### src/design/rsfh_consts.vh
// Overview of operation
// - Read count over limit answers exception 2; a combined read count over the write limit is discarded
// - Read request: node, 0x03, address, count
// - Read answer: node, 0x03, count, data
// - Single write done first, then exact echo
// - Single write carries one 16-bit word only
// - Multi write: count byte 6, data from 7
// - Multi write answer echoes address and count
// - Write count over limit: discard, no answer
// - Combined: count byte 10, data from 11
// - Combined writes, reads, answers read data
// - Address bits 15..14 type, 13..0 parameter
// - Type 00 int16, 01 int32, 10 float
// - Start address type governs whole block
// - 32-bit values: two registers, high word first
// - Global node zero acts but never answers
// - Exception: node, code with bit 7, code
// - Fields high byte first, check low first
`ifndef RSFH_CONSTS_VH
`define RSFH_CONSTS_VH
`define RSFH_FC_RD_MULTI 8'h03
`define RSFH_FC_WR_SINGLE 8'h06
`define RSFH_FC_WR_MULTI 8'h10
`define RSFH_FC_RW_MULTI 8'h17
`define RSFH_FC_EXC_BIT 8'h80
`define RSFH_EXC_NONE 8'h00
`define RSFH_EXC_ILL_FUNC 8'h01
`define RSFH_EXC_ILL_ADDR 8'h02
`define RSFH_NODE_GLOBAL 8'h00
`define RSFH_TYPE_INT16 2'b00
`define RSFH_TYPE_INT32 2'b01
`define RSFH_TYPE_FLOAT 2'b10
`define RSFH_TYPE_RSVD 2'b11
`define RSFH_TYPE_MSB 15
`define RSFH_TYPE_LSB 14
`define RSFH_PADDR_MSB 13
`define RSFH_HLEN_STD 4'h6
`define RSFH_HLEN_WM 4'h7
`define RSFH_HLEN_RW 4'hb
`define RSFH_HDR_BYTES 11
`define RSFH_RSP_SHORT 3'h3
`define RSFH_RSP_ECHO 3'h6
`define RSFH_BYTES_W16 3'h2
`define RSFH_BYTES_W32 3'h4
`define RSFH_RD_MAX_DEF 16'h0010
`define RSFH_WR_MAX_DEF 16'h0010
`endif

### src/design/rsfh_buf2.v
`timescale 1ns/1ps
// Two-entry buffer; a stalled receiver holds back the producer without losing a byte.
module rsfh_buf2 #(
    parameter W = 9
) (
    // Clock and reset
    input wire core_clk,
    input wire rstn,
    input wire ce,
    // Fill side
    input wire in_valid,
    output wire in_ready,
    input wire [W-1:0] in_data,
    // Drain side
    output wire out_valid,
    input wire out_ready,
    output wire [W-1:0] out_data
);
    reg [1:0] cnt_r;
    reg wp_r;
    reg rp_r;
    wire [W-1:0] ent [0:1];
    wire push = ce && in_valid && in_ready;
    wire pop = ce && out_valid && out_ready;

    assign in_ready = (cnt_r != 2'h2);
    assign out_valid = (cnt_r != 2'h0);
    assign out_data = ent[rp_r];

    genvar g;
    generate
        for (g = 0; g < 2; g = g + 1) begin : g_ent
            reg [W-1:0] mem_r;
            always @(posedge core_clk or negedge rstn) begin
                if (!rstn) begin
                    mem_r <= {W{1'b0}};
                end else if (push && wp_r == g) begin
                    mem_r <= in_data;
                end
            end
            assign ent[g] = mem_r;
        end
    endgenerate

    always @(posedge core_clk or negedge rstn) begin
        if (!rstn) begin
            cnt_r <= 2'h0;
            wp_r <= 1'b0;
            rp_r <= 1'b0;
        end else begin
            if (push) begin
                wp_r <= ~wp_r;
            end
            if (pop) begin
                rp_r <= ~rp_r;
            end
            if (push && !pop) begin
                cnt_r <= cnt_r + 2'h1;
            end else if (pop && !push) begin
                cnt_r <= cnt_r - 2'h1;
            end
        end
    end
endmodule

### src/design/rsfh_handler.v
`timescale 1ns/1ps
`include "rsfh_consts.vh"
// Request bytes arrive CRC-checked and without CRC; response bytes leave without CRC.
// The downstream framer appends the check bytes, low byte first, right after tx_last.
module rsfh_handler #(
    parameter [15:0] RD_MAX = `RSFH_RD_MAX_DEF,
    parameter [15:0] WR_MAX = `RSFH_WR_MAX_DEF,
    parameter FLOAT_EN = 1
) (
    // Clock, reset, enable
    input wire core_clk,
    input wire rstn,
    input wire ce,
    // Configuration
    input wire [7:0] my_node,
    // Request byte stream
    input wire rx_valid,
    output wire rx_ready,
    input wire [7:0] rx_data,
    input wire rx_last,
    // Response byte stream
    output wire tx_valid,
    input wire tx_ready,
    output wire [7:0] tx_data,
    output wire tx_last,
    // Parameter store access
    output wire par_req,
    output wire par_we,
    output wire [1:0] par_type,
    output wire [13:0] par_addr,
    output wire [31:0] par_wdata,
    input wire par_ack,
    input wire [31:0] par_rdata
);
    localparam [7:0] ST_HDR = 8'h01;
    localparam [7:0] ST_CHK = 8'h02;
    localparam [7:0] ST_WDATA = 8'h04;
    localparam [7:0] ST_WACC = 8'h08;
    localparam [7:0] ST_DRAIN = 8'h10;
    localparam [7:0] ST_RESP = 8'h20;
    localparam [7:0] ST_RACC = 8'h40;
    localparam [7:0] ST_RDATA = 8'h80;

    reg [7:0] state_r;
    reg [3:0] idx_r;
    reg [7:0] hdr_r [0:`RSFH_HDR_BYTES-1];
    reg done_r;
    reg rsp_r;
    reg rd_after_r;
    reg [7:0] exc_r;
    reg [2:0] bi_r;
    reg [15:0] cnt_r;
    reg [13:0] addr_r;
    reg [1:0] type_r;
    reg wide_r;
    reg [2:0] nb_r;
    reg [31:0] sh_r;
    reg [31:0] wdat_r;
    integer i;

    function type_bad;
        input [1:0] t;
        begin
            type_bad = (t == `RSFH_TYPE_RSVD) || (t == `RSFH_TYPE_FLOAT && FLOAT_EN == 0);
        end
    endfunction

    function cnt_bad;
        input [15:0] c;
        input [1:0] t;
        begin
            cnt_bad = (c == 16'h0000) || (t != `RSFH_TYPE_INT16 && c[0]);
        end
    endfunction

    wire [7:0] fc = hdr_r[1];
    wire is_rd = (fc == `RSFH_FC_RD_MULTI);
    wire is_ws = (fc == `RSFH_FC_WR_SINGLE);
    wire is_wm = (fc == `RSFH_FC_WR_MULTI);
    wire is_rw = (fc == `RSFH_FC_RW_MULTI);
    wire sup_rx = (rx_data == `RSFH_FC_RD_MULTI) || (rx_data == `RSFH_FC_WR_SINGLE) ||
                  (rx_data == `RSFH_FC_WR_MULTI) || (rx_data == `RSFH_FC_RW_MULTI);
    wire [3:0] hlen = is_wm ? `RSFH_HLEN_WM : (is_rw ? `RSFH_HLEN_RW : `RSFH_HLEN_STD);
    wire hdr_full = (idx_r >= 4'h5) && (idx_r == hlen - 4'h1);

    // Field layout of the requests.
    wire [15:0] rd_addr = {hdr_r[2], hdr_r[3]};
    wire [15:0] rd_cnt = {hdr_r[4], hdr_r[5]};
    wire [15:0] wr_addr = is_rw ? {hdr_r[6], hdr_r[7]} : {hdr_r[2], hdr_r[3]};
    wire [15:0] wr_cnt = is_rw ? {hdr_r[8], hdr_r[9]} : {hdr_r[4], hdr_r[5]};
    wire [7:0] wr_bc = is_rw ? hdr_r[10] : hdr_r[6];
    wire [1:0] rd_type = rd_addr[`RSFH_TYPE_MSB:`RSFH_TYPE_LSB];
    wire [1:0] wr_type = wr_addr[`RSFH_TYPE_MSB:`RSFH_TYPE_LSB];
    wire rd_wide = (rd_type != `RSFH_TYPE_INT16);
    wire wr_wide = (wr_type != `RSFH_TYPE_INT16);
    wire rd_bad = type_bad(rd_type) || (rd_cnt > RD_MAX) || cnt_bad(rd_cnt, rd_type);
    wire bc_bad = ({9'h000, wr_bc} != {wr_cnt, 1'b0});
    wire wr_bad = type_bad(wr_type) || cnt_bad(wr_cnt, wr_type) || bc_bad;
    wire [15:0] rd_acc = rd_wide ? {1'b0, rd_cnt[15:1]} : rd_cnt;
    wire [15:0] wr_acc = wr_wide ? {1'b0, wr_cnt[15:1]} : wr_cnt;
    wire is_global = (hdr_r[0] == `RSFH_NODE_GLOBAL);
    wire is_mine = (hdr_r[0] == my_node);

    assign rx_ready = ce && ((state_r == ST_HDR) || (state_r == ST_WDATA) ||
                             (state_r == ST_DRAIN && !done_r));
    wire acc_rx = rx_valid && rx_ready;

    // Response header bytes.
    wire hdr_rsp = (exc_r == `RSFH_EXC_NONE) && (is_rd || is_rw);
    wire [2:0] rlen = (exc_r != `RSFH_EXC_NONE || is_rd || is_rw) ? `RSFH_RSP_SHORT : `RSFH_RSP_ECHO;
    reg [7:0] rsp_byte;
    always @* begin
        case (bi_r)
            3'h0: rsp_byte = my_node;
            3'h1: rsp_byte = (exc_r != `RSFH_EXC_NONE) ? (fc | `RSFH_FC_EXC_BIT) : fc;
            3'h2: rsp_byte = (exc_r != `RSFH_EXC_NONE) ? exc_r :
                             (hdr_rsp ? {rd_cnt[6:0], 1'b0} : hdr_r[2]);
            3'h3: rsp_byte = hdr_r[3];
            3'h4: rsp_byte = hdr_r[4];
            3'h5: rsp_byte = hdr_r[5];
            default: rsp_byte = 8'h00;
        endcase
    end

    wire in_rsp = (state_r == ST_RESP);
    wire in_rdat = (state_r == ST_RDATA);
    wire push_v = ce && (in_rsp || in_rdat);
    wire push_rdy;
    wire push = push_v && push_rdy;
    wire [7:0] push_d = in_rsp ? rsp_byte : sh_r[31:24];
    wire push_last = in_rsp ? (bi_r == rlen - 3'h1 && !hdr_rsp) : (nb_r == 3'h1 && cnt_r == 16'h0000);

    assign par_req = (state_r == ST_WACC) || (state_r == ST_RACC);
    assign par_we = (state_r == ST_WACC);
    assign par_type = type_r;
    assign par_addr = addr_r;
    assign par_wdata = wdat_r;
    wire acc_done = ce && par_req && par_ack;

    rsfh_buf2 #(
        .W(9)
    ) u_buf (
        .core_clk(core_clk),
        .rstn(rstn),
        .ce(ce),
        .in_valid(push_v),
        .in_ready(push_rdy),
        .in_data({push_last, push_d}),
        .out_valid(tx_valid),
        .out_ready(tx_ready),
        .out_data({tx_last, tx_data})
    );

    always @(posedge core_clk or negedge rstn) begin
        if (!rstn) begin
            state_r <= ST_HDR;
            idx_r <= 4'h0;
            for (i = 0; i < `RSFH_HDR_BYTES; i = i + 1) begin
                hdr_r[i] <= 8'h00;
            end
            done_r <= 1'b0;
            rsp_r <= 1'b0;
            rd_after_r <= 1'b0;
            exc_r <= `RSFH_EXC_NONE;
            bi_r <= 3'h0;
            cnt_r <= 16'h0000;
            addr_r <= 14'h0000;
            type_r <= `RSFH_TYPE_INT16;
            wide_r <= 1'b0;
            nb_r <= 3'h0;
            sh_r <= 32'h0000_0000;
            wdat_r <= 32'h0000_0000;
        end else if (ce) begin
            if (acc_rx && rx_last && state_r != ST_HDR) begin
                done_r <= 1'b1;
            end
            case (state_r)
                ST_HDR: begin
                    done_r <= acc_rx && rx_last;
                    exc_r <= `RSFH_EXC_NONE;
                    bi_r <= 3'h0;
                    if (acc_rx) begin
                        hdr_r[idx_r] <= rx_data;
                        idx_r <= idx_r + 4'h1;
                        if (idx_r == 4'h1 && !sup_rx) begin
                            exc_r <= `RSFH_EXC_ILL_FUNC;
                            rsp_r <= is_mine;
                            state_r <= ST_DRAIN;
                        end else if (hdr_full) begin
                            state_r <= ST_CHK;
                        end else if (rx_last) begin
                            idx_r <= 4'h0;
                        end
                    end
                end
                ST_CHK: begin
                    rsp_r <= is_mine;
                    rd_after_r <= 1'b0;
                    state_r <= ST_DRAIN;
                    if (!is_mine && !is_global) begin
                        rsp_r <= 1'b0;
                    end else if (is_rd) begin
                        if (rd_bad) begin
                            exc_r <= `RSFH_EXC_ILL_ADDR;
                        end else begin
                            cnt_r <= rd_acc;
                            addr_r <= rd_addr[`RSFH_PADDR_MSB:0];
                            type_r <= rd_type;
                            wide_r <= rd_wide;
                        end
                    end else if (is_ws) begin
                        if (type_bad(wr_type)) begin
                            exc_r <= `RSFH_EXC_ILL_ADDR;
                        end else begin
                            cnt_r <= 16'h0001;
                            addr_r <= wr_addr[`RSFH_PADDR_MSB:0];
                            type_r <= wr_type;
                            wdat_r <= {{16{hdr_r[4][7]}}, hdr_r[4], hdr_r[5]};
                            state_r <= ST_WACC;
                        end
                    end else if (wr_cnt > WR_MAX || (is_rw && rd_cnt > WR_MAX)) begin
                        rsp_r <= 1'b0;
                    end else if (wr_bad || (is_rw && rd_bad)) begin
                        exc_r <= `RSFH_EXC_ILL_ADDR;
                    end else begin
                        cnt_r <= wr_acc;
                        addr_r <= wr_addr[`RSFH_PADDR_MSB:0];
                        type_r <= wr_type;
                        wide_r <= wr_wide;
                        nb_r <= wr_wide ? `RSFH_BYTES_W32 : `RSFH_BYTES_W16;
                        rd_after_r <= is_rw;
                        state_r <= ST_WDATA;
                    end
                end
                ST_WDATA: begin
                    if (acc_rx) begin
                        sh_r <= {sh_r[23:0], rx_data};
                        nb_r <= nb_r - 3'h1;
                        if (nb_r == 3'h1) begin
                            wdat_r <= wide_r ? {sh_r[23:0], rx_data} :
                                      {{16{sh_r[7]}}, sh_r[7:0], rx_data};
                            state_r <= ST_WACC;
                        end else if (rx_last) begin
                            rsp_r <= 1'b0;
                            state_r <= ST_DRAIN;
                        end
                    end
                end
                ST_WACC: begin
                    if (acc_done) begin
                        addr_r <= addr_r + 14'h0001;
                        cnt_r <= cnt_r - 16'h0001;
                        nb_r <= wide_r ? `RSFH_BYTES_W32 : `RSFH_BYTES_W16;
                        if (cnt_r != 16'h0001 && done_r) begin
                            // A frame cut short at a word boundary keeps that word but gets no answer.
                            rsp_r <= 1'b0;
                            state_r <= ST_DRAIN;
                        end else if (cnt_r != 16'h0001) begin
                            state_r <= ST_WDATA;
                        end else begin
                            state_r <= ST_DRAIN;
                            if (rd_after_r) begin
                                cnt_r <= rd_acc;
                                addr_r <= rd_addr[`RSFH_PADDR_MSB:0];
                                type_r <= rd_type;
                                wide_r <= rd_wide;
                            end
                        end
                    end
                end
                ST_DRAIN: begin
                    if (done_r) begin
                        done_r <= 1'b0;
                        idx_r <= 4'h0;
                        state_r <= rsp_r ? ST_RESP : ST_HDR;
                    end
                end
                ST_RESP: begin
                    if (push) begin
                        bi_r <= bi_r + 3'h1;
                        if (bi_r == rlen - 3'h1) begin
                            state_r <= hdr_rsp ? ST_RACC : ST_HDR;
                        end
                    end
                end
                ST_RACC: begin
                    if (acc_done) begin
                        sh_r <= wide_r ? par_rdata : {par_rdata[15:0], 16'h0000};
                        nb_r <= wide_r ? `RSFH_BYTES_W32 : `RSFH_BYTES_W16;
                        addr_r <= addr_r + 14'h0001;
                        cnt_r <= cnt_r - 16'h0001;
                        state_r <= ST_RDATA;
                    end
                end
                ST_RDATA: begin
                    if (push) begin
                        sh_r <= {sh_r[23:0], 8'h00};
                        nb_r <= nb_r - 3'h1;
                        if (nb_r == 3'h1) begin
                            state_r <= (cnt_r == 16'h0000) ? ST_HDR : ST_RACC;
                        end
                    end
                end
                default: begin
                    state_r <= ST_HDR;
                end
            endcase
        end
    end
endmodule

### config.mk
export PLATFORM = sky130hd
export DESIGN_NAME = rsfh_handler
export DESIGN_NICKNAME = d
export VERILOG_FILES = /design/src/design/rsfh_buf2.v /design/src/design/rsfh_handler.v
export VERILOG_INCLUDE_DIRS = /design/src /design/src/design
export SDC_FILE = /design/constraint.sdc
export NUM_CORES = 1
export LEC_CHECK = 0
export BUFFER_PORTS_ARGS = -buffer_cell sky130_fd_sc_hd__buf_2
export CAP_MARGIN = 40
export CELL_PAD_IN_SITES_DETAIL_PLACEMENT = 0
export CELL_PAD_IN_SITES_GLOBAL_PLACEMENT = 1
export CORE_ASPECT_RATIO = 0.5
export CORE_MARGIN = 4
export CORE_UTILIZATION = 43
export DETAILED_ROUTE_END_ITERATION = 8
export GPL_TIMING_DRIVEN = 0
export HOLD_SLACK_MARGIN = 0.1
export PLACE_DENSITY = 0.71
export SYNTH_ARGS = -nofsm -noshare
export SYNTH_HDL_FRONTEND = slang
export SYNTH_SLANG_ARGS = --single-unit
### constraint.sdc
create_clock -name core_clk -period 3.3 [get_ports core_clk]
set_clock_uncertainty 0.1 [all_clocks]
set_input_delay 0.165 -clock core_clk [delete_from_list [all_inputs] [get_ports core_clk]]
set_output_delay 0.165 -clock core_clk [all_outputs]
set_load 0.01 [all_outputs]
Yosys cells after proc, flatten, opt, wreduce, memory -nomap -nowiden
Index checks and enable logic that the tools add are counted.
- add/sub/neg operators: 9
- $mul: 0
- div/mod/pow operators: 0
- magnitude comparators: 6
- equal/unequal tests: 69
- shift-type cells: 0
- mux-type cells: 158
- bitwise gates (word level): 4
- reduce and logical (&&, ||, !) cells: 88
- operators with widths (cell ; count):
    $mux 32 ; 11
    $mux 16 ; 16
    $mux 8 ; 29
    $mux 14 ; 12
    $pmux 32 s3 ; 1
    $bwmux 88 ; 1
    $pmux 32 s2 ; 1
    $pmux 8 s8 ; 1
    $logic_not 16->1 ; 3
    $pmux 16 s3 ; 1
    $pmux 8 s6 ; 1
    $pmux 14 s3 ; 1
    $eq 8x5->1 const B ; 5
    $mux 3 ; 12
    $demux 8 s4 ; 1
    $gt 16x5->1 const B ; 2
    $ne 2x2->1 const B ; 16
    $mux 1 ; 31
    $logic_and 1x1->1 ; 29
    $mux 4 ; 7
    $mux 9 ; 3
    $mux 2 ; 13
    $mux 5 ; 5
    $eq 8x2->1 const B ; 3
    other kinds (64) ; 129
- register bits: 236
- latch bits: 0
- memory bits (writable): 0
- bits in read-only memories: 0
- bits of input ports: 55
- word-level logic and storage cells: 364
- memories: 0

Logic depth before layout (Yosys ltp)
Gate-level depths: netlist of run 1.
- depth in word-level cells: 14
- mapped depth: 11
- mapped depth without buffers: 9

Modules after synthesis
From an unflattened synthesis of run 1, not the netlist that was laid out.
- cells, all modules: 1353
- area, all modules: 13400.4 µm²
- by module, submodules not included (module ; times used ; cells each ; area each (µm²) ; sequential area each (µm²)):
    rsfh_handler ; 1 ; 1289 ; 12371.9 ; 5206.2
    rsfh_buf2 ; 1 ; 64 ; 1028.5 ; 550.5

Worst setup path before layout of run 1
No wires, ideal clock.
- path type: reg-to-reg
- from: register hdr_r[43] (netlist name)
- to: register cnt_r[1]
- setup time: 127 ps
- arrival time: 2525 ps
- data required time: 3073 ps
- path slack: 548 ps
- stages on the path, launching flop included: 10
- period minus slack after synthesis: 2752 ps
- cell sequence: dfrtp_1 clkbuf_1 or4_1 xor2_1 and3_1 a32o_2 a21oi_2 o22a_2 buf_4 mux2_1
- word-level cells in the longest chain between the ends: 8
- RTL lines (what ; line ; text):
    start, declared ; rsfh_handler.v:46 ; reg [7:0] hdr_r [0:`RSFH_HDR_BYTES-1];
    start signal, assigned by index ; rsfh_handler.v:183 ; hdr_r[idx_r] <= rx_data;
    branches (longest 7 deep; another with $gt 16x5->1) ; n/a ;
    $reduce_and 9->1 (no source line) * ; n/a ;
    end signal, assigned ; rsfh_handler.v:226 ; cnt_r <= wr_acc;
    end signal, assigned ; rsfh_handler.v:252 ; cnt_r <= cnt_r - 16'h0001;
    end signal, assigned ; rsfh_handler.v:263 ; cnt_r <= rd_acc;
    end, declared ; rsfh_handler.v:52 ; reg [15:0] cnt_r;
Every way passes the cells marked *.
A chain may end at the register's enable or synchronous reset.

Worst setup path in the final report of run 1
- from: register hdr_r[42] (netlist name)
- to: register cnt_r[1]
- word-level cells in the longest chain between the ends: 8
- RTL lines (what):
    branches (longest 8 deep; another with $gt 16x5->1)
Several ways; the timed one is not identified. The select of a mux whose other input is x is not followed.

==> impl_metrics.yaml, run 1 <==
synthesis:
  synth-simple-area-share: 0.178
  synth_xor_xnor_area_share: 0.0193
  ys_types: 81
  synth_compound_area_frac: 0.163
  ys_warn_count: 0
  synthCells: 1446
  yosysSeqAreaShare: 0.422
  synth_edf_count: 0
  yosys.area.top_type: "dfrtp_1"
  synth.avg_cell_area_um2: 9.43
  synth_common_cells: "229 x dfrtp_1, 212 x nand2_1, 159 x mux2_2"
  synthArstFlopShare: 1.00
  yosys-top-cells-area: "dfrtp_1 42%, mux2_2 13%, nand2_1 5.8%"
  yosysMostFrequentCell: "dfrtp_1"
  synthMuxAreaShare: 0.167
  synth_fp_nets: 1517
  synth_area_mm2: 0.0136
  synthFlopType: "dfrtp_1"
  synth_fa_ha_area_frac: 0.0154
  synth_top_family_by_area: "simple AND/OR/NAND/NOR gates"
  synth_top_area_share: 0.420
  synth-seq-cells: 230
timing:
  finalCriticalPeriod_ns: 3.28
  whs_ns: 0.111
  max_slew_margin: 0.440
  worst_slew_pin_slew_ns: 0.841
  max_freq_mhz: 305
  rsz0062_at_grt: "true"
  fin_tns_setup_ns: 0
  setup_viol: 0
  drv_slew: 0
  hold_viol: 0
  fin_crit_sh: 0.995
job:
  cap_violations: 0
critical_path:
  r2r_start: "hdr_r[42]"
  path_class: "reg -> reg"
  worstPathArrival_ns: 3.61
  cp-start-kind: "register"
  timing.rr.end: "cnt_r[1]"
  cp_data_required_time_ns: 3.63
  crit_fanout: 10
  r2r_cells: 8
  reg2reg_setup_slack_ns: 0.02
  crit_path_end_kind: "register"
routing:
  post_drt_wl_per_cell_um: 24.8
  via_count: 12800
  drtPass1Iterations: 5
  ant_nets: 0
  drtIter0Drc: 1576
  avgViaCountPerCell: 6.19
  wl_mm: 51.5
  drc: 0
die:
  fp.dieW_um: 260
  die-area_mm2: 0.0348
  core_area_mm2: 0.0308
  die_h_um: 134
  io-pin-count: 116
  initial_core_util: 0.443
  rows: 45
power_and_ir_drop:
  ir_worst_vdd_uv: 528
  p_per_area_mw_per_mm2: 579
  leakage_nw: 7.32
global_route:
  grt_pass1_wl_mm: 78.3
  track_usage: 0.292
  antenna_found_initial: 0
  grt_start_max_net_pins: 96
  overflow: 0
  grt_pass1_vias: 12600
worst_hold_path:
  min_path_cells: 5
  hold_start: "par_rdata[24]"
  hp-class: "in -> reg"
  whs_endpoint: "sh_r[24]"
clock_tree:
  htree_num_levels: 1
  clk_latency_ns: 0.55
  cts_sinks: 230
  cts_tree: "built"
  cts_root_buf: "clkbuf_16"
  clk_path_buf_depth: 3
  clkTransAtPathRegs_ns: 0.07
  cts_inserted_buffers: 24
run_status:
  status: "complete, no violations"
placed_design:
  dp_hpwl_mm: 38.1
  port_buffers: 115
  gp_congestion: 0.957
  place_inst: 1987
cells_and_area:
  final_nets: 1704
  syn2layout_area_growth_pct: 19.5
  fin_cells: 2074
  layout-drive-gt1-share: 0.239
  fill_cells: 2904
  num_antenna_cells: 0
## cells in the final DEF (no fill, tap or decap), types with 15 or more instances in the layout
master	count
clkbuf_16	25
ha_1	16
o21ai_0	77
nand2_1	212
dlygate4sd3_1	46
buf_2	123
o22ai_1	34
nor3_1	42
inv_1	19
a22oi_1	32
clkbuf_1	58
nor2_1	92
dfrtp_1	226
nor4_1	15
nand3_1	34
xnor2_1	21
mux2i_1	48
a31oi_1	34
a21oi_1	81
mux2_2	159
## critical path, stage by stage, from the launching register on
cell and delay [ns]:
dfrtp_2 0.55, or4_1 0.67, xor2_1 0.19, and3_1 0.25, a32o_2 0.29, a21oi_4 0.30
o22a_4 0.25, buf_4 0.23, mux2_1 0.34
## power breakdown
part           switching [W]  internal (W)
sequential          0.000609       0.00329
combinational        0.00145       0.00120
clock                0.00126       0.00163
total                0.00331       0.00612
## stage by stage
stage	worst slack (ns)	util	total power [W]	cell area, um^2
after floorplan	0.548	-	0.00547	13600
after CTS	0.00215	0.525	0.00939	16200
after global placement	-2.20	0.478	0.00636	14700
final	0.0167	0.529	0.00943	16300
after detailed placement	-0.380	0.481	0.00642	14800
after global routing	-0.0420	0.529	0.00985	16300
## layout make-up
cell class | instances | area, um^2 | area share
plain buffers | 83 | 365 | 0.0224
flip-flops and latches | 230 | 5760 | 0.354
multi-input cells | 1101 | 7540 | 0.463
inverters | 22 | 82.6 | 0.00507
well taps | 423 | 529 | 0.0325
clock buffers | 31 | 678 | 0.0416
clock inverters | 13 | 141 | 0.00868
repair buffers | 171 | 1190 | 0.0730
## layer usage
layer | GRT usage | up-vias | wire [um]
met5 | 0 | - | 0
met3 | 0.0683 | 98 | 4750
met2 | 0.445 | 611 | 22200
met4 | 0.0596 | 0 | 1220
met1 | 0.427 | 6442 | 23300
li1 | - | 5695 | -
## state kept, by name (all words and copies together) (netlist names), 2 cells and up
| name | count |
|---|---|
| par_addr | 14 |
| fc | 8 |
| sh_r | 32 |
| u_buf.cnt_r | 2 |
| u_buf.g_ent.mem_r | 18 |
| par_wdata | 32 |
| bi_r | 3 |
| cnt_r | 16 |
| exc_r | 2 |
| nb_r | 3 |
| par_type | 2 |
| state_r | 8 |
| idx_r | 4 |
| hdr_r | 80 |
## worst max-delay path by stage
stage | end | cells after the start | startpoint | slack [ns]
after floorplan | cnt_r[1] | 9 | hdr_r[43] | 0.55
after global placement | par_wdata[26] | 1 | rstn | -2.20
final | cnt_r[1] | 8 | hdr_r[42] | 0.02
after detailed placement | cnt_r[1] | 9 | hdr_r[42] | -0.38
after CTS | cnt_r[1] | 8 | fc[3] | 0.002
after global routing | par_addr[8] | 9 | cnt_r[4] | -0.04
## timing repair
item,4_1_cts,5_1_grt
pin swaps,3,2
setup buffers,1,5
hold buffers,47,0
endpoints found under the hold margin,187,0
endpoints found under the setup margin,50,92
resized for setup,11,33
## cells by family (layout without fill, tap and decap cells)
logic type | Yosys count | count (layout)
AND/OR/NAND/NOR | 499 | 499
flip-flops | 230 | 230
XOR/XNOR | 30 | 30
AO/OA/AOI/OAI | 347 | 347
multiplexers | 208 | 208
buffers and inverters | 115 | 320
adder cells (fa/ha/maj) | 17 | 17
Note: power is estimated with default switching activity, not from simulation.
==> run 2: changes to the inputs <==
- clock period: 3.3 -> 4.2 ns (I/O delays scaled with it)
==> run 2 against run 1 <==
  * Global-route usage barely moved
  * Cell area fell by 0.98%
  * Sequential share of layout area grew 0.33 points
  * Critical endpoint is now par_we
  * Combinational power is 22% lower
  * Largest cell class unchanged
  * Flip-flop and latch count is the same
  * Register-to-register slack better by 0.33 ns
  * Highest routed layer unchanged
==> impl_metrics.yaml, run 2 (synthesis gave the netlist of run 1 again) <==
run_status:
  status: "complete, no violations"
power_and_ir_drop:
  switching_share: 0.350
  seqPwrFrac: 0.412
  internal_power_w: 0.00480
  total_power_w: 0.00738
  switchingPower_w: 0.00258
  p_comb_frac: 0.282
  p_per_area_mw_per_mm2: 458
  clockPowerShare: 0.306
  leakage_nw: 7.25
  ir_worst_vdd_uv: 407
global_route:
  grt_pass1_wl_mm: 78.2
  antenna_found_initial: 0
  track_usage: 0.292
  grt_pass1_vias: 12600
  grt_start_max_net_pins: 96
  overflow: 0
cells_and_area:
  layout-drive-gt1-share: 0.220
  fin_cells: 2079
  final_common_cell: "dfrtp_1"
  largest_register_ff_count: 80
  final_cell_mix: "229 x dfrtp_1, 212 x nand2_1, 159 x mux2_2"
  syn2layout_area_growth_pct: 18.3
  final_nets: 1708
  largest_register: "hdr_r"
critical_path:
  cp-start-kind: "register"
  r2r_start: "state_r[1]"
  r2r_cells: 8
  timing.rr.end: "sh_r[6]"
  crit_fanout: 10
  cp_data_required_time_ns: 3.89
  path_class: "reg -> out"
  crit_path_end_kind: "output pin"
  worstPathArrival_ns: 3.55
  reg2reg_setup_slack_ns: 0.35
placed_design:
  pre_cts_ws_ns: 0.520
  port_buffers: 115
  dp_hpwl_mm: 38.1
  gp_congestion: 0.957
  place_inst: 1987
die:
  core_area_mm2: 0.0308
  rows: 45
  fp.dieW_um: 260
  die_h_um: 134
  io-pin-count: 116
  die-area_mm2: 0.0348
  initial_core_util: 0.443
timing:
  setup_viol: 0
  finalCriticalPeriod_ns: 3.86
  worst_slew_pin_slew_ns: 0.952
  fin_crit_sh: 0.920
  setup_ws_ns: 0.337
  max_freq_mhz: 259
  drv_slew: 0
  hold_viol: 0
  rsz0062_at_grt: "false"
  max_slew_margin: 0.365
clock_tree:
  clk_latency_ns: 0.54
  htree_num_levels: 1
  cts_sinks: 230
  cts_tree: "built"
  clk_path_buf_depth: 3
  cts_resized: 0
  cts_inserted_buffers: 24
  clkTransAtPathRegs_ns: 0.06
  cts_root_buf: "clkbuf_16"
routing:
  avgViaCountPerCell: 6.16
  post_drt_wl_per_cell_um: 24.7
  drtIter0Drc: 1622
  drc: 0
  ant_nets: 0
  wl_mm: 51.4
  via_count: 12800
  drtPass1Iterations: 6
worst_hold_path:
  hold_start: "par_rdata[17]"
  min_path_cells: 5
  whs_endpoint: "sh_r[17]"
  hp-class: "in -> reg"
job:
  cap_violations: 0
==> run 2: cell count changes in the layout (fill, tap and decap cells not counted), moves of 3 or more <==
cell and change:
clkbuf_1 +16, clkbuf_2 -7, buf_4 -6, nor4_4 -4, a21oi_1 +3, dfrtp_1 +3, dfrtp_2 -3, nor2_1 +3
==> run 2: repair_timing <==
item,in CTS,in global routing
buffers inserted,0,0
hold endpoints to repair,181,0
hold buffers,47,0
setup endpoints to repair,0,0
==> run 2: worst max-delay path by stage <==
stage / cells after the start / slack (ns) / startpoint / end
after global routing: 6 / 0.19 / state_r[1] / par_we
final: 6 / 0.34 / state_r[1] / par_we
after detailed placement: 9 / 0.52 / hdr_r[42] / cnt_r[1]
after CTS: 6 / 0.37 / state_r[1] / par_we
after global placement: 1 / -1.34 / rstn / par_wdata[26]
after floorplan: 9 / 1.45 / hdr_r[43] / cnt_r[1]
==> run 2: final cells by class <==
cell class                 instances  area, um^2
antenna                            1        2.50
multi-input combinational       1101        7400
sequential                       230        5760
timing repair buffer             165        1140
clock inverter                    13         141
buffer                            93         389
inverter                          22        82.6
clock buffer                      31         678
tap                              423         529
fill                            2921       14700
==> run 2: power groups by stage <==
stage | registers (W) | logic (W) | clock network (W)
after floorplan | 0.00291 | 0.00139 | 0
after global placement | 0.00303 | 0.00196 | 0
after detailed placement | 0.00305 | 0.00199 | 0
after CTS | 0.00301 | 0.00205 | 0.00230
after global routing | 0.00307 | 0.00224 | 0.00239
final | 0.00304 | 0.00208 | 0.00226
==> run 2: worst max-delay path, cell delays in order, from the launching register on <==
cell      delay, ns
dfrtp_1        0.47
nor4_4         0.47
nand4b_1       0.64
inv_2          0.22
buf_2          0.35
buf_1          0.60
buf_2          0.26
==> run 2: per-stage QoR <==
step           hold WS (ns)  setup TNS [ns]   util  cell area [um^2]
6_report              0.111               0  0.524             16100
5_1_grt               0.127               0  0.524             16100
4_1_cts               0.101               0  0.524             16100
3_5_place_dp         0.0336               0  0.481             14800
3_3_place_gp          0.363         -300.94  0.478             14700
2_1_floorplan        -0.186               0      -             13600
==> run 2: metal layers <==
metal	vias to the layer above	part of all wire	global-route usage
met5	-	0	0
met4	0	0.019	0.0590
met3	78	0.095	0.0711
met2	600	0.43	0.443
met1	6419	0.45	0.427
li1	5712	-	-
==> run 3: changes to the inputs <==
- ABC_AREA: default -> 1
- CELL_PAD_IN_SITES_DETAIL_PLACEMENT: 0 -> default
- CELL_PAD_IN_SITES_GLOBAL_PLACEMENT: 1 -> default
- PLACE_DENSITY: 0.71 -> 0.57
==> run 3 against run 2 <==
  * Via count increased by 8.6%
  * Worst hold slack got worse by 0.0067 ns
  * Setup slack improved by 0.61 ns
  * Cell area increased by 0.81%
  * Core utilization increased by 0.23 points
  * Combinational power increased by 110%
  * First-iteration DRC count decreased by 22%
  * Fmax increased by 19%
  * Total power increased by 33%
  * Routed wire length increased by 1.3%
  * Clock-buffer cell count increased by 5
  * Critical path type is now reg -> reg
  * Highest routed layer unchanged
==> impl_metrics.yaml, run 3 <==
critical_path:
  path_class: "reg -> reg"
  r2r_start: "state_r[3]"
  crit_start: "state_r[3]"
  crit_fanout: 6
  cp_data_required_time_ns: 4.57
  endpoint: "done_r"
  crit_path_end_kind: "register"
  timing.rr.end: "done_r"
  cp-start-kind: "register"
  worstPathArrival_ns: 3.62
  reg2reg_setup_slack_ns: 0.95
  r2r_cells: 15
timing:
  worst_slew_pin_slew_ns: 0.862
  setup_viol: 0
  drv_slew: 0
  rsz0062_at_grt: "false"
  setup_ws_ns: 0.951
  max_freq_mhz: 308
  max_slew_margin: 0.422
  whs_ns: 0.105
  hold_viol: 0
  fin_crit_sh: 0.774
  finalCriticalPeriod_ns: 3.25
global_route:
  grt_start_max_net_pins: 86
  track_usage: 0.291
  grt_pass1_vias: 13100
  overflow: 0
  antenna_found_initial: 0
  grt_pass1_wl_mm: 78.3
cells_and_area:
  syn2layout_area_growth_pct: 18.2
  final_cell_mix: "619 x nand2_1, 229 x dfrtp_1, 227 x o21ai_0"
  fill_cells: 3089
  largest_register_ff_count: 80
  layout-drive-gt1-share: 0.120
  largest_register: "hdr_r"
  register_area_mm2: 0.00576
  final_nets: 2156
  final_common_cell: "nand2_1"
  multi_input_area_mm2: 0.00700
clock_tree:
  clk_path_buf_depth: 3
  cts_inserted_buffers: 24
  cts_tree: "built"
  clk_latency_ns: 0.55
  post-cts-setup-buffers: 0
  clkTransAtPathRegs_ns: 0.06
  htree_num_levels: 1
  cts_root_buf: "clkbuf_16"
  cts_sinks: 230
power_and_ir_drop:
  total_power_w: 0.00983
  p_per_area_mw_per_mm2: 604
  ir_worst_vdd_uv: 309
  leakage_nw: 7.84
synthesis:
  synth-seq-cells: 230
  ys_warn_count: 0
  synthCells: 1888
  synth_edf_count: 0
  yosys-top-cells-area: "dfrtp_1 42%, nand2_1 17%, o21ai_0 8.3%"
  yosysSeqAreaShare: 0.419
  yosys.area.top_type: "dfrtp_1"
  yosysMostFrequentCell: "nand2_1"
  synth.avg_cell_area_um2: 7.28
  ys_types: 53
  synthFlopType: "dfrtp_1"
  synth_area_mm2: 0.0138
  synth_fp_nets: 1959
  synth_common_cells: "619 x nand2_1, 229 x dfrtp_1, 227 x o21ai_0"
  synthArstFlopShare: 1.00
  synth_top_area_share: 0.417
worst_hold_path:
  hp-class: "in -> async"
die:
  die_h_um: 134
  io-pin-count: 116
  fp.dieW_um: 261
  rows: 45
  initial_core_util: 0.445
  core_area_mm2: 0.0309
  die-area_mm2: 0.0351
placed_design:
  gp_congestion: 1.02
  dp_hpwl_mm: 40.0
  pre_cts_ws_ns: 1.28
  port_buffers: 115
run_status:
  status: "complete, no violations"
routing:
  via_count: 13900
  avgViaCountPerCell: 5.51
  drc: 0
  ant_nets: 0
  drtPass1Iterations: 6
  wl_mm: 52.1
  drtIter0Drc: 1269
  post_drt_wl_per_cell_um: 20.6
job:
  cap_violations: 0
## run 3: changes by cell type after synthesis, moves of 48 or more
cell     before  now
o21ai_0      78  227
nor2_1       95  149
nand2_1     212  619
inv_1        19  129
mux2i_1      48    0
mux2_2      159    0
## run 3: stage by stage
| stage | instance area [um^2] | setup TNS, ns | cells | utilization |
|---|---|---|---|---|
| after global placement | 14900 | -327.53 | 2426 | 0.481 |
| after floorplan | 13800 | 0 | 1888 | - |
| after detailed placement | 14900 | 0 | 2428 | 0.483 |
| after CTS | 16300 | 0 | 2525 | 0.526 |
| final | 16300 | 0 | 2526 | 0.526 |
| after global routing | 16300 | 0 | 2525 | 0.526 |
## run 3: cells by family after synthesis
family                   Yosys count  share of synthesized area
AND/OR/NAND/NOR                  936                      0.293
buffers and inverters            238                     0.0721
flip-flops                       230                      0.419
XOR/XNOR                          33                     0.0210
adder cells (fa/ha/maj)           16                     0.0146
AO/OA/AOI/OAI                    435                      0.181
## run 3: worst min path at each step
stage                  startpoint                 endpoint  slack (ns)
floorplan                    rstn                  bi_r[0]       -0.19
global route                 rstn  u_buf.g_ent[0].mem_r[7]        0.15
global placement    par_wdata[16]            par_wdata[16]        0.35
CTS                          rstn                 sh_r[16]        0.15
detailed placement           rstn  u_buf.g_ent[1].mem_r[6]         0.1
finish                       rstn                 sh_r[17]        0.10
## run 3: timing repair
item,in CTS,in global routing
hold buffers,54,0
hold endpoints to repair,194,0
gates resized for setup,0,0
## run 3: per-layer routing
layer	global-route usage	up-vias	wire (um)
met5	0	-	0
met4	0.0354	0	669
met1	0.437	6666	24000
li1	-	6674	-
met3	0.0596	47	4600
met2	0.449	519	22800
## run 3: area by class of cell
class	count	share of cell area
Clock inverter	7	0.00577
Timing Repair Buffer	171	0.0727
Tap cell	423	0.0326
Clock buffer	36	0.0429
Antenna cell	1	0.000154
Multi-Input combinational cell	1420	0.431
Buffer	87	0.0262
Inverter	151	0.0349
Sequential cell	230	0.354
## run 3: where the power goes
part / leakage, nW / total [W] / internal [W] / switching [W]
Sequential: 3.12 / 0.00330 / 0.00273 / 0.000568
Combinational: 4.34 / 0.00434 / 0.00141 / 0.00293
Clock: 0.380 / 0.00219 / 0.00127 / 0.000922
Total: 7.84 / 0.00983 / 0.00540 / 0.00442
## run 3: worst max-delay path, cell delays in order, from the launching register on
cell,delay [ns]
dfrtp_1,0.43
nor2_1,0.21
nand2_2,0.14
inv_2,0.08
nand4_2,0.14
inv_2,0.19
nand2_1,0.09
nand2_1,0.08
nand3_2,0.14
inv_1,0.12
nand2_1,0.07
o21ai_0,0.07
o211ai_1,0.10
dlygate4sd3_1,0.56
o21ai_0,0.08
dlygate4sd3_1,0.57
